--- src/rtl/igx_pkg.sv ---
// Shared constants for the serial-bus eight-bit port expander
package igx_pkg;
	localparam int PORT_W   = 8;
	// Core clock and serial-bus timing
	localparam int CLK_MHZ  = 20;
	localparam int BUS_KHZ  = 400;
	localparam int FILT_NS  = 50;
	localparam int FILT_CYC = (FILT_NS * CLK_MHZ + 999) / 1000;
	localparam int OVERSAMP = (CLK_MHZ * 1000) / BUS_KHZ;
	localparam logic [1:0] FILT_MAX = 2'(FILT_CYC);
	// Slave address, upper six bits fixed
	localparam logic [5:0] ADDR_FIXED = 6'h10;
	// Register command codes
	localparam logic [7:0] REG_INPUT  = 8'h00;
	localparam logic [7:0] REG_OUTPUT = 8'h01;
	localparam logic [7:0] REG_INVERT = 8'h02;
	localparam logic [7:0] REG_DIR    = 8'h03;
	localparam logic [7:0] REG_DS_LO  = 8'h40;
	localparam logic [7:0] REG_DS_HI  = 8'h41;
	localparam logic [7:0] REG_HOLD   = 8'h42;
	localparam logic [7:0] REG_PULLEN = 8'h43;
	localparam logic [7:0] REG_PULLUP = 8'h44;
	localparam logic [7:0] REG_MASK   = 8'h45;
	localparam logic [7:0] REG_SOURCE = 8'h46;
	localparam logic [7:0] REG_OSTRUC = 8'h4f;
	// Reset values, bit positions and bit counts
	localparam logic [7:0] RST_ONES  = 8'hff;
	localparam logic [7:0] RST_ZEROS = 8'h00;
	localparam int OD_BIT  = 0;
	localparam int RW_BIT  = 0;
	localparam logic [3:0] BITS_BYTE = 4'h8;
	localparam logic [3:0] LAST_TX   = 4'h7;
	// Bus engine states
	typedef enum logic [2:0] {
		ST_IDLE = 3'b000,
		ST_RX   = 3'b001,
		ST_ACK  = 3'b010,
		ST_TX   = 3'b011,
		ST_RACK = 3'b100
	} igx_state_e;
	// Meaning of the byte being received
	typedef enum logic [1:0] {
		KIND_ADDR = 2'b00,
		KIND_CMD  = 2'b01,
		KIND_DATA = 2'b10
	} igx_kind_e;
endpackage

--- src/rtl/igx_expander.sv ---
// Eight-bit port expander behind a serial two-wire slave
`timescale 1ns/1ps
module igx_expander (
	input  wire logic                         i_ref_clk,
	input  wire logic                         i_rst_b,
	input  wire logic                         i_scl,
	input  wire logic                         i_sda,
	output logic                              o_sda,
	output logic                              o_sda_oe_b,
	input  wire logic                         i_addr_sel,
	input  wire logic [igx_pkg::PORT_W-1:0]   i_port_pin,
	output logic      [igx_pkg::PORT_W-1:0]   o_port_pin,
	output logic      [igx_pkg::PORT_W-1:0]   o_port_oe_b,
	output logic      [igx_pkg::PORT_W-1:0]   o_pull_enable,
	output logic      [igx_pkg::PORT_W-1:0]   o_pull_up,
	output logic      [2*igx_pkg::PORT_W-1:0] o_drive_strength,
	output logic                              o_int,
	output logic                              o_int_oe_b
);
	import igx_pkg::*;

	logic [1:0]        addr_sync;
	logic [PORT_W-1:0] pin_s1;
	logic [PORT_W-1:0] pin_lvl;
	logic              scl_f;
	logic              sda_f;
	logic              scl_q;
	logic              sda_q;
	igx_state_e        state;
	igx_kind_e         kind;
	logic [7:0]        shreg;
	logic [3:0]        bit_cnt;
	logic              rw;
	logic              sda_drv;
	logic [7:0]        ptr;
	logic [7:0]        pin_output_levels;
	logic [7:0]        input_polarity_invert;
	logic [7:0]        pin_direction;
	logic [7:0]        drive_strength_low;
	logic [7:0]        drive_strength_high;
	logic [7:0]        input_capture_hold;
	logic [7:0]        pull_resistor_enable;
	logic [7:0]        pull_direction_select;
	logic [7:0]        interrupt_mask;
	logic [7:0]        output_structure_control;
	logic [7:0]        held;
	logic [7:0]        cap;
	logic [7:0]        pend;
	logic              int_q;

	// Command code maps onto an implemented register
	function automatic logic is_mapped(input logic [7:0] code);
		is_mapped = (code <= REG_DIR) || ((code >= REG_DS_LO) && (code <= REG_SOURCE)) || (code == REG_OSTRUC);
	endfunction

	// Command code names a register software may write
	function automatic logic is_writable(input logic [7:0] code);
		is_writable = is_mapped(code) && (code != REG_INPUT) && (code != REG_SOURCE);
	endfunction

	// Pin and address-select synchronisers
	always_ff @(posedge i_ref_clk or negedge i_rst_b) begin
		if (!i_rst_b) begin
			addr_sync <= '0;
			pin_s1    <= '0;
			pin_lvl   <= '0;
		end else begin
			addr_sync <= {addr_sync[0], i_addr_sel};
			pin_s1    <= i_port_pin;
			pin_lvl   <= pin_s1;
		end
	end

	igx_glitch_filter u_scl_filt (
		.i_ref_clk (i_ref_clk),
		.i_rst_b   (i_rst_b),
		.i_line    (i_scl),
		.o_level   (scl_f)
	);
	igx_glitch_filter u_sda_filt (
		.i_ref_clk (i_ref_clk),
		.i_rst_b   (i_rst_b),
		.i_line    (i_sda),
		.o_level   (sda_f)
	);

	// Previous filtered levels for edge detection
	always_ff @(posedge i_ref_clk or negedge i_rst_b) begin
		if (!i_rst_b) begin
			scl_q <= 1'b1;
			sda_q <= 1'b1;
		end else begin
			scl_q <= scl_f;
			sda_q <= sda_f;
		end
	end

	// bus events, oversampled above fast-mode rate
	wire scl_rise  = scl_f & ~scl_q;
	wire scl_fall  = ~scl_f & scl_q;
	wire bus_start = scl_f & scl_q & sda_q & ~sda_f;
	wire bus_stop  = scl_f & scl_q & ~sda_q & sda_f;
	wire addr_hit  = (shreg[7:1] == {ADDR_FIXED, addr_sync[1]});
	wire byte_done = (state == ST_RX) && scl_fall && (bit_cnt == BITS_BYTE);
	wire cmd_wr    = byte_done && (kind == KIND_CMD);
	wire data_wr   = byte_done && (kind == KIND_DATA);
	wire load_tx   = scl_fall && (((state == ST_ACK) && rw) || (state == ST_RACK));
	wire in_rd     = load_tx && (ptr == REG_INPUT);

	// Input view, interrupt sources
	wire [7:0] pin_diff = (pin_lvl ^ held) & pin_direction;
	wire [7:0] in_raw   = (pend & cap) | (~pend & pin_lvl);
	wire [7:0] in_value = in_raw ^ input_polarity_invert;
	wire [7:0] set_vec  = pin_diff & input_capture_hold & ~pend & ~{8{in_rd}};
	wire [7:0] int_raw  = (input_capture_hold & pend) | (~input_capture_hold & pin_diff);
	wire [7:0] int_src  = int_raw & ~interrupt_mask;
	wire       od_sel   = output_structure_control[OD_BIT];

	wire [7:0] rd_data =
		(ptr == REG_INPUT)  ? in_value :
		(ptr == REG_OUTPUT) ? pin_output_levels :
		(ptr == REG_INVERT) ? input_polarity_invert :
		(ptr == REG_DIR)    ? pin_direction :
		(ptr == REG_DS_LO)  ? drive_strength_low :
		(ptr == REG_DS_HI)  ? drive_strength_high :
		(ptr == REG_HOLD)   ? input_capture_hold :
		(ptr == REG_PULLEN) ? pull_resistor_enable :
		(ptr == REG_PULLUP) ? pull_direction_select :
		(ptr == REG_MASK)   ? interrupt_mask :
		(ptr == REG_SOURCE) ? int_src :
		(ptr == REG_OSTRUC) ? output_structure_control : RST_ZEROS;

	always_ff @(posedge i_ref_clk or negedge i_rst_b) begin
		if (!i_rst_b) begin
			state   <= ST_IDLE;
			kind    <= KIND_ADDR;
			shreg   <= '0;
			bit_cnt <= '0;
			rw      <= 1'b0;
			sda_drv <= 1'b0;
			ptr     <= REG_INPUT;
		end else if (bus_start) begin
			state   <= ST_RX;
			kind    <= KIND_ADDR;
			bit_cnt <= '0;
			sda_drv <= 1'b0;
		end else if (bus_stop) begin
			state   <= ST_IDLE;
			sda_drv <= 1'b0;
		end else begin
			unique case (state)
				ST_IDLE: begin
					sda_drv <= 1'b0;
				end
				ST_RX: begin
					if (scl_rise && (bit_cnt != BITS_BYTE)) begin
						shreg   <= {shreg[6:0], sda_f};
						bit_cnt <= bit_cnt + 4'h1;
					end else if (byte_done) begin
						bit_cnt <= '0;
						if (kind == KIND_ADDR) begin
							state   <= addr_hit ? ST_ACK : ST_IDLE;
							sda_drv <= addr_hit;
							rw      <= shreg[RW_BIT];
							kind    <= KIND_CMD;
						end else begin
							state   <= ST_ACK;
							sda_drv <= 1'b1;
							kind    <= KIND_DATA;
						end
						if (kind == KIND_CMD) begin
							ptr <= shreg;
						end
					end
				end
				ST_ACK: begin
					if (scl_fall) begin
						bit_cnt <= '0;
						if (rw) begin
							state   <= ST_TX;
							shreg   <= rd_data;
							sda_drv <= ~rd_data[7];
						end else begin
							state   <= ST_RX;
							sda_drv <= 1'b0;
						end
					end
				end
				ST_TX: begin
					if (scl_fall) begin
						if (bit_cnt == LAST_TX) begin
							state   <= ST_RACK;
							sda_drv <= 1'b0;
						end else begin
							shreg   <= {shreg[6:0], 1'b0};
							sda_drv <= ~shreg[6];
							bit_cnt <= bit_cnt + 4'h1;
						end
					end
				end
				ST_RACK: begin
					if (scl_rise && sda_f) begin
						state <= ST_IDLE;
					end else if (scl_fall) begin
						state   <= ST_TX;
						bit_cnt <= '0;
						shreg   <= rd_data;
						sda_drv <= ~rd_data[7];
					end
				end
			endcase
		end
	end

	always_ff @(posedge i_ref_clk or negedge i_rst_b) begin
		if (!i_rst_b) begin
			pin_output_levels        <= RST_ONES;
			input_polarity_invert    <= RST_ZEROS;
			pin_direction            <= RST_ONES;
			drive_strength_low       <= RST_ONES;
			drive_strength_high      <= RST_ONES;
			input_capture_hold       <= RST_ZEROS;
			pull_resistor_enable     <= RST_ZEROS;
			pull_direction_select    <= RST_ONES;
			interrupt_mask           <= RST_ONES;
			output_structure_control <= RST_ZEROS;
		end else if (data_wr && is_writable(ptr)) begin
			unique case (ptr)
				REG_OUTPUT: pin_output_levels <= shreg;
				REG_INVERT: input_polarity_invert <= shreg;
				REG_DIR:    pin_direction <= shreg;
				REG_DS_LO:  drive_strength_low <= shreg;
				REG_DS_HI:  drive_strength_high <= shreg;
				REG_HOLD:   input_capture_hold <= shreg;
				REG_PULLEN: pull_resistor_enable <= shreg;
				REG_PULLUP: pull_direction_select <= shreg;
				REG_MASK:   interrupt_mask <= shreg;
				REG_OSTRUC: output_structure_control <= shreg;
				default:    pin_output_levels <= pin_output_levels;
			endcase
		end
	end

	always_ff @(posedge i_ref_clk or negedge i_rst_b) begin
		if (!i_rst_b) begin
			held <= '0;
			cap  <= '0;
			pend <= '0;
		end else begin
			if (in_rd) begin
				held <= pin_lvl;
			end
			cap  <= (cap & ~set_vec) | (pin_lvl & set_vec);
			pend <= (pend & input_capture_hold & ~{8{in_rd}}) | set_vec;
		end
	end

	always_ff @(posedge i_ref_clk or negedge i_rst_b) begin
		if (!i_rst_b) begin
			int_q <= 1'b0;
		end else begin
			int_q <= |int_src;
		end
	end

	assign o_int      = 1'b0;
	assign o_int_oe_b = ~int_q;
	assign o_sda      = 1'b0;
	assign o_sda_oe_b = ~sda_drv;

	assign o_port_pin  = pin_output_levels;
	assign o_port_oe_b = pin_direction | ({8{od_sel}} & pin_output_levels);
	assign o_pull_enable    = pull_resistor_enable & ~(~pin_direction & {8{od_sel}});
	assign o_pull_up        = pull_direction_select;
	assign o_drive_strength = {drive_strength_high, drive_strength_low};

	pin_dir_a: assert property (
		@(posedge i_ref_clk) disable iff (!i_rst_b)
		&(o_port_oe_b | ~pin_direction))
		else $error("input pin is being driven");

	od_high_a: assert property (
		@(posedge i_ref_clk) disable iff (!i_rst_b)
		od_sel |-> &(o_port_oe_b | ~pin_output_levels))
		else $error("open-drain pin drives high");

	mask_status_a: assert property (
		@(posedge i_ref_clk) disable iff (!i_rst_b)
		(&interrupt_mask) |-> (int_src == 8'h00) ##1 o_int_oe_b)
		else $error("masked bit shows as source");

	int_pin_a: assert property (
		@(posedge i_ref_clk) disable iff (!i_rst_b)
		(!in_rd && (pin_diff & ~interrupt_mask) != 8'h00) |-> ##[1:2] !o_int_oe_b)
		else $error("interrupt not driven low");

	ptr_hold_a: assert property (
		@(posedge i_ref_clk) disable iff (!i_rst_b)
		$changed(ptr) |-> $past(cmd_wr))
		else $error("pointer changed without command byte");

	latch_keep_a: assert property (
		@(posedge i_ref_clk) disable iff (!i_rst_b)
		(!in_rd && (pend & input_capture_hold) != 8'h00) |=> ((pend & $past(pend & input_capture_hold))
		== $past(pend & input_capture_hold)))
		else $error("latched capture lost before read");

	ro_write_a: assert property (
		@(posedge i_ref_clk) disable iff (!i_rst_b)
		(data_wr && !is_writable(ptr)) |=> $stable(pin_output_levels) && $stable(pin_direction))
		else $error("write to read-only code changed state");

	addr_ack_a: assert property (
		@(posedge i_ref_clk) disable iff (!i_rst_b)
		(byte_done && kind == KIND_ADDR && !addr_hit) |=> state == ST_IDLE && !sda_drv)
		else $error("foreign address acknowledged");

	invert_a: assert property (
		@(posedge i_ref_clk) disable iff (!i_rst_b)
		(pend == 8'h00) |-> in_value == (pin_lvl ^ input_polarity_invert))
		else $error("input view ignores inversion");
endmodule

--- src/rtl/igx_glitch_filter.sv ---
// Synchroniser and spike filter for one serial-bus line
`timescale 1ns/1ps
module igx_glitch_filter (
	input  wire logic i_ref_clk,
	input  wire logic i_rst_b,
	input  wire logic i_line,
	output logic      o_level
);
	import igx_pkg::*;

	logic       sync1;
	logic       sync2;
	logic [1:0] stable_cnt;

	// Two-stage synchroniser, idle bus is high
	always_ff @(posedge i_ref_clk or negedge i_rst_b) begin
		if (!i_rst_b) begin
			sync1 <= 1'b1;
			sync2 <= 1'b1;
		end else begin
			sync1 <= i_line;
			sync2 <= sync1;
		end
	end

	always_ff @(posedge i_ref_clk or negedge i_rst_b) begin
		if (!i_rst_b) begin
			o_level    <= 1'b1;
			stable_cnt <= '0;
		end else if (sync2 == o_level) begin
			stable_cnt <= '0;
		end else if (stable_cnt == FILT_MAX) begin
			o_level    <= sync2;
			stable_cnt <= '0;
		end else begin
			stable_cnt <= stable_cnt + 2'h1;
		end
	end

	filt_stable_a: assert property (
		@(posedge i_ref_clk) disable iff (!i_rst_b)
		$changed(o_level) |-> $past(sync2, 1) == $past(sync2, 2))
		else $error("filter passed a single-sample spike");
endmodule

--- config.mk ---
export PLATFORM = sky130hd
export DESIGN_NAME = igx_expander
export DESIGN_NICKNAME = d
export VERILOG_FILES = /design/src/rtl/igx_pkg.sv /design/src/rtl/igx_expander.sv /design/src/rtl/igx_glitch_filter.sv
export SDC_FILE = /design/constraint.sdc
export NUM_CORES = 1
export LEC_CHECK = 0
export ABC_CLOCK_PERIOD_IN_PS = 2300
export BUFFER_PORTS_ARGS = -buffer_cell sky130_fd_sc_hd__clkbuf_2
export CORE_MARGIN = 2
export CORE_UTILIZATION = 57
export CTS_BUF_LIST = sky130_fd_sc_hd__clkbuf_8
export CTS_CLUSTER_SIZE = 14
export DETAILED_ROUTE_END_ITERATION = 12
export PLACE_DENSITY = 0.83
export SLEW_MARGIN = 25
export SYNTH_ARGS = -nofsm -noshare
export SYNTH_HDL_FRONTEND = slang
export SYNTH_SLANG_ARGS = --single-unit
--- constraint.sdc ---
create_clock -name i_ref_clk -period 2.3 [get_ports i_ref_clk]
set_input_delay 0.115 -clock i_ref_clk [delete_from_list [all_inputs] [get_ports i_ref_clk]]
set_output_delay 0.115 -clock i_ref_clk [all_outputs]
set_load 0.1 [all_outputs]
### After elaboration in Yosys (flattened, before gate mapping)

Cells that the tools add are included.

* output and inout bits: 52
* register bits after elaboration: 162
* bits of input ports: 13

* equal/unequal tests: 47
* bitwise operators: 49
* $lt $le $gt $ge: 3
* reductions and logical operators: 44
* mux-type cells: 64
* $add $sub $neg: 3

Operators by type and width (count)
* $mux W8: 19
* $and A8 B8 Y8: 15
* $eq A8 B7 Y1 const B: 8
* $not A8 Y8: 7
* $or A8 B8 Y8: 5
* $mux W4: 8
* $ne A4 B4 Y1 const B: 8
* $pmux W8 S4: 1
* $mux W3: 9
* $mux W2: 13
* $reduce_and A2 Y1: 12
* $reduce_and A6 Y1: 4
* $eq A8 B2 Y1 const B: 2
* $ne A2 B2 Y1 const B: 8
* $pmux W4 S4: 1
* $xor A8 B8 Y8: 2
* $not A1 Y1: 13
* $logic_and A1 B1 Y1: 12
* $pmux W3 S4: 1
* $mux W1: 11
* $reduce_and A10 Y1: 1
* $ne A3 B3 Y1 const B: 3
* $eq A8 B1 Y1 const B: 1
* $ge A8 B7 Y1 const B: 1
* 31 further kinds: 45

### Longest topological paths before layout

Gate-level depths: netlist of the first run.

* depth after elaboration: 22
* depth in mapped cells: 9

### Hierarchy

Synthesis of the first run repeated with hierarchy kept, for this count alone.

* cell total of the unflattened synthesis: 766
* area, all modules: 8313.0 um^2

Modules (own cells, without submodules)
* igx_expander: area an instance 7957.6 um^2, cells an instance 746, sequential area each 3866.2 um^2, instances 1
* igx_glitch_filter: area an instance 177.7 um^2, cells an instance 10, sequential area each 128.9 um^2, instances 2

### Worst setup path after synthesis of the first run

Ideal clock, no wire load.

* path kind: reg-to-output
* from: register output_structure_control[0]
* to: output o_pull_enable[3] (netlist name)
* data required time: 2185 ps
* setup slack: -717 ps
* data arrival time: 2902 ps
* cell stages (with the launch flop): 4
* cells stage by stage: dfrtp_1 clkbuf_1 clkbuf_1 a21boi_0

* cells in the longest elaborated chain, start to end: 3

RTL lines
* start, declared: RTL line igx_expander.sv:45 `logic [7:0] output_structure_control;`
* start signal, assigned: RTL line igx_expander.sv:238 `REG_OSTRUC: output_structure_control <= shreg;`
* $and A8 B8 Y8: RTL line igx_expander.sv:273 `assign o_pull_enable = pull_resistor_enable & ~(~pin_direction & {8{od_sel}});`
* $not A8 Y8: RTL line igx_expander.sv:273
* $and A8 B8 Y8: RTL line igx_expander.sv:273
* end, declared: RTL line igx_expander.sv:14 `output logic [igx_pkg::PORT_W-1:0] o_pull_enable,`

No other way between the ends.

==> flow_summary.ini, run 1 <==
[pwr]
power_per_cell_area_nw_per_um2 = 701
p_comb_share_pct = 21.6
leakagePower_uw = 0.00460
power.total_uw = 7150
internal-power_uw = 4910
ir_worst_vdd_uv = 519
swShare_pct = 31.3
power_switching_uw = 2240
pwr-share-clk_pct = 33.3
seqPwrFrac_pct = 45.1

[timing]
setup_slack_ps = 15.4
layout_min_cycle_time_ps = 2280
rsz0062_at_grt = yes
period_share_pct = 99.3
finalHoldViolCount = 0
setup_viol = 0
holdWs_ps = 228
relSlewSlack_pct = 44.2
drv_slew = 0
worst_slew_pin_slew_ps = 836
max_freq_mhz = 438
skew_ps = 17.7

[synth]
avgSynthCellArea_um2 = 10.7
yosysWarnings = 0
syn-cell-area_um2 = 8470
ys_types = 80
ys_seq_area_share_pct = 48.7
synth_async_sr_flop_share_pct = 100
synth_top_flop_cell = dfrtp_1
synth-edff-count = 0
netlist_instances = 793
synth-seq-cells = 162

[drt]
ant_nets = 0
vias = 7161
drt-initial-drc-count = 770
route.detailed.drc = 0
first_pass_iters = 5
wire_per_inst_um = 21.6
avgViaCountPerCell = 6.41
wl_um = 24100

[cts]
clkLatencyLatePin_ps = 470
numCtsBuffers = 17
cts_root_buffer = clkbuf_8
cts.sinks = 162
cts_max_level = 4
cts.clk_slew.worst_paths_ps = 90
cts_tree = yes
clockBufferDepth = 2

[place]
port_buffers = 62
dp_hpwl_um = 16900
place.gp.congestion = 0.983
pre_cts_ws_ps = -52.4
placed_area_um2 = 9450

[layout]
num_antenna_cells = 0
seqCellArea_um2 = 4130
fin_nets = 935
n_fill_cell = 1049
final_area_um2 = 10200
area_growth_pct = 20.4
drive_above_1_share_pct = 39.7
post-route-util_pct = 70.2
multi_input_area_um2 = 4140

[global_routing]
grt_pass1_wl_um = 38800
antenna_found_initial = 1
grt_max_degree = 74
gr-total-overflow = 0
grtUsageTotal_pct = 31.3
grt_pass1_vias = 7044

[floorplan]
io_pins = 65
core_um2 = 14500
start_util_pct = 58.3
rows = 44
die_w_um = 126
die_area_um2 = 15900
dieHeight_um = 126

[hold_path]
hp-class = in2async

[run]
cap_violations = 0

[worst_setup_path]
crit_start = ptr[5]
cp.depth = 7
crit_buf_inv = 1
crit_top_cell = or3_4
crit-reg2reg-launch = ptr[5]
critPathKind = reg2reg
cp-end-kind = flip-flop
crit_arrival_ps = 2670
crit_slowest_cell = or4_4
crit_fanout = 25
worst-endpoint-required_ps = 2680
rrSetupSlack_ps = 20
worstSetupStartpointType = flip-flop
r2r_cells = 7
critical_path.max_stage_delay_ps = 520
crit_family = simple AND/OR/NAND/NOR gates
cp_cell_sequence = or4_4 -> or3_4 -> or3_4 -> buf_12 -> nand4b_1 -> o21ai_1 -> a2bb2oi_1

[outcome]
outcome = finished clean
==> metrics by stage <==
stage	cells	setup TNS (ps)
finish	1117	0
global route	1117	-275
CTS	1114	-405
detailed placement	1070	-187
global placement	1070	0
floorplan	794	-838
==> synth_stat cells, types with 11 or more instances <==
cell type / count / area (um^2)
clkbuf_1: 35 / 131
mux2_2: 90 / 1010
mux2i_1: 16 / 160
o21ai_0: 36 / 180
xor2_1: 11 / 96.3
nand2_1: 64 / 240
dfstp_2: 56 / 1470
nor3_1: 17 / 85.1
nor2_1: 54 / 203
inv_1: 32 / 120
a21oi_1: 37 / 185
dfrtp_1: 106 / 2650
nand3_1: 19 / 95.1
==> placed cells by master, fill, tap and decap left out, types with 5 or more instances in the layout <==
master,instances
and2_1,5
o21ai_0,29
o21ai_1,7
o211ai_1,8
and3_1,5
mux2_2,90
inv_6,5
buf_12,7
dlygate4sd3_1,12
nand2b_1,8
buf_4,71
dfrtp_1,105
nand3_1,19
o22ai_1,6
nand3b_1,7
mux2i_1,16
xor2_1,11
a221oi_1,6
nor2_1,51
dfstp_2,56
inv_1,32
a21boi_1,8
a21oi_1,37
a31oi_1,9
clkbuf_8,19
clkbuf_2,61
nand4b_1,6
nor2b_1,8
nand3_4,6
nand2_1,64
nand4_1,5
xnor2_1,9
mux2_4,7
nor3_1,15
==> cell type report <==
class	instances	area share, %
clock inverter	13	1.90
timing repair buffer	153	11.0
sequential	162	40.5
inverter	34	1.25
multi-input combinational	552	40.6
tap	184	2.26
clock buffer	19	2.56
==> layer usage <==
metal  wire [um]  vias up  track usage (%)
li1            -     3143                -
met1        9460     3486             42.0
met2       11100      426             47.9
met3        2270      104             7.01
met4        1220        2             16.5
met5          13        -                0
==> cells by family after synthesis <==
logic type,after synthesis,share of synthesized area [%]
AOI/OAI and AO/OA,181,14.9
xor gates and xnor gates,20,2.07
adders and majority gates,2,0.295
buffers and inverters,80,4.14
DFF,162,48.7
muxes,114,15.4
other,1,0.0443
and+or+nand+nor,233,14.5
==> registers in the layout (all words and copies together) (netlist names), 4 cells and up, named ones only <==
register	count
input_capture_hold	8
pin_s1	8
pin_lvl	8
drive_strength_high	8
pend	8
bit_cnt	4
o_port_pin	8
drive_strength_low	8
input_polarity_invert	8
output_structure_control	8
ptr	8
pin_direction	8
o_pull_up	8
pull_resistor_enable	8
interrupt_mask	8
held	8
shreg	8
==> worst min path at each step <==
stage            start          to  slack [ps]
2_1_floorplan  i_rst_b   async pin        -180
3_3_place_gp   i_rst_b  pin_lvl[2]         190
3_5_place_dp   i_rst_b   pin_s1[2]         180
4_1_cts        i_rst_b   pin_s1[2]         260
5_1_grt        i_rst_b     held[2]         280
6_report       i_rst_b   pin_s1[2]         230
==> power groups by stage <==
stage	Combinational (uW)	Sequential, uW	Clock [uW]
2_1_floorplan	814	3210	0
3_3_place_gp	1450	3250	0
3_5_place_dp	1470	3260	0
4_1_cts	1500	3220	2400
5_1_grt	1680	3240	2510
6_report	1540	3230	2380
==> timing repair <==
action,in CTS,in global routing
endpoints found under the setup margin,39,93
resized for setup,4,34
hold endpoints to repair,59,0
hold buffers,12,0
pin swaps,0,8
buffers inserted,0,3
(Power assumes the default switching activity.)
==> run 2, diff against run 1 <==
Settings changed: ABC_CLOCK_PERIOD_IN_PS 2300 to 2860, CORE_UTILIZATION 57 to 65, PLACE_DENSITY 0.83 to 0.89.
Clock period 2.3 ns to 2.86 ns, I/O delays scaled along.
==> run 2 against run 1 <==
Design area decreased by 6.2%. Critical path depth unchanged. Die area decreased by 12%. Flip-flop and latch count is the same. Wire length hardly changed. Power is 24% lower. Via count decreased by 3.0%. Fmax shrank 14%.
==> flow_summary.ini, run 2 (synthesis results as in run 1) <==
[timing]
period_share_pct = 92.8
max_freq_mhz = 377
relSlewSlack_pct = 45.2
finalHoldViolCount = 0
setup_slack_ps = 205
worst_slew_pin_slew_ps = 821
rsz0062_at_grt = no
final.setup.tns_ps = 0
drv_slew = 0
holdWs_ps = 273
setup_viol = 0
layout_min_cycle_time_ps = 2660
skew_ps = 15.7

[worst_setup_path]
cp-end-kind = flip-flop
r2r_cells = 7
cp_cell_sequence = or4_1 -> or3_1 -> or3_1 -> buf_4 -> nand4b_1 -> o21ai_0 -> o311ai_0
critical_path.max_stage_delay_ps = 560
worst-endpoint-required_ps = 3200
critPathKind = reg2reg
crit_arrival_ps = 2990
crit_fanout = 13
crit_slowest_cell = or4_1
crit_top_cell = or3_1
worstSetupStartpointType = flip-flop

[global_routing]
grt_pass1_wl_um = 38000
antenna_found_initial = 0
grt_max_degree = 73
grtUsageTotal_pct = 35.7
gr-total-overflow = 0
grt_pass1_vias = 6743

[drt]
route.detailed.drc = 0
ant_nets = 0
wire_per_inst_um = 22.8
vias = 6945
drt-initial-drc-count = 749
wl_um = 24100
avgViaCountPerCell = 6.58
first_pass_iters = 5

[place]
dp_hpwl_um = 16700
place.gp.congestion = 0.997
port_buffers = 62
pre_cts_ws_ps = 287
placed_cells = 1011

[floorplan]
dieHeight_um = 118
io_pins = 65
die_w_um = 118
core_um2 = 12700
rows = 41
start_util_pct = 66.9
die_area_um2 = 14000

[cts]
cts_setup_buffers = 0
cts.sinks = 162
cts_root_buffer = clkbuf_8
cts.clk_slew.worst_paths_ps = 90
holdBufCountCts = 12
cts_tree = yes
cts_max_level = 4
cts.repair.resized = 0
clockBufferDepth = 2
clkLatencyLatePin_ps = 480
numCtsBuffers = 17

[pwr]
swShare_pct = 32.0
p_comb_share_pct = 16.9
seqPwrFrac_pct = 49.7
pwr-share-clk_pct = 33.3
leakagePower_uw = 0.00423
power_per_cell_area_nw_per_um2 = 567
internal-power_uw = 3680
power_switching_uw = 1740
ir_worst_vdd_uv = 651

[layout]
post-route-util_pct = 75.4
num_antenna_cells = 0
area_growth_pct = 12.9
most-common-layout-cells = dfrtp_1 (106), mux2_2 (90), nand2_1 (64)
final_common_cell = dfrtp_1
fin_nets = 885
drive_above_1_share_pct = 34.1
fin_cells = 1055

[hold_path]
hp-class = in2async

[outcome]
outcome = finished clean

[run]
cap_violations = 0
-- run 2: cell count changes in the layout (fill, tap and decap cells not counted), moves of 3 or more --
cell	change
nor2_1	+3
nor2_2	-3
buf_4	-43
buf_12	-6
or3_4	-4
clkinvlp_4	+3
or3_1	+4
nand3_2	+6
o21ai_1	-6
nand3_4	-6
o21ai_0	+7
-- run 2: critical path, delay by kind of cell, from the launching register on --
family / cells / cell delay, ps
DFF: 1 / 430
and+or+nand+nor: 4 / 1650
buffers and inverters: 1 / 230
AOI/OAI and AO/OA: 2 / 210
-- run 2: area by class of cell --
| class | instances | area [um^2] |
|---|---|---|
| timing repair buffer | 103 | 667 |
| clock inverter | 14 | 178 |
| inverter | 34 | 128 |
| fill | 867 | 3110 |
| clock buffer | 18 | 248 |
| multi-input combinational | 552 | 4000 |
| tap | 172 | 215 |
| sequential | 162 | 4120 |
-- run 2: final timing paths --
kind                                 from          endpoint  slack (ps)
min in group i_ref_clk              i_sda  u_sda_filt.sync1         310
max in group asynchronous         i_rst_b             sda_q        1720
worst min register to register  pin_s1[0]        pin_lvl[0]         340
worst max register to register     ptr[4]         flip-flop         200
worst min-delay path              i_rst_b           held[3]         270
worst max-delay path               ptr[4]         flip-flop         200
-- run 2: per-layer routing --
layer | vias up | wire (um) | global-route usage [%]
met5 | - | 0 | 0
met4 | 0 | 796 | 13.9
met3 | 68 | 2080 | 9.12
met2 | 394 | 11300 | 54.8
met1 | 3446 | 9880 | 49.1
li1 | 3037 | - | -
-- run 2: power by group through the flow --
stage / Sequential [uW] / Clock (uW) / Combinational [uW]
2_1_floorplan: 2580 / 0 / 654
3_3_place_gp: 2710 / 0 / 849
3_5_place_dp: 2720 / 0 / 876
4_1_cts: 2690 / 1830 / 899
5_1_grt: 2720 / 1920 / 995
6_report: 2690 / 1810 / 916
-- run 2: through the flow --
step,total power [uW],cell area [um^2]
2_1_floorplan,3230,8470
4_1_cts,5410,9560
6_report,5420,9560
3_3_place_gp,3560,9010
3_5_place_dp,3600,9010
5_1_grt,5630,9560
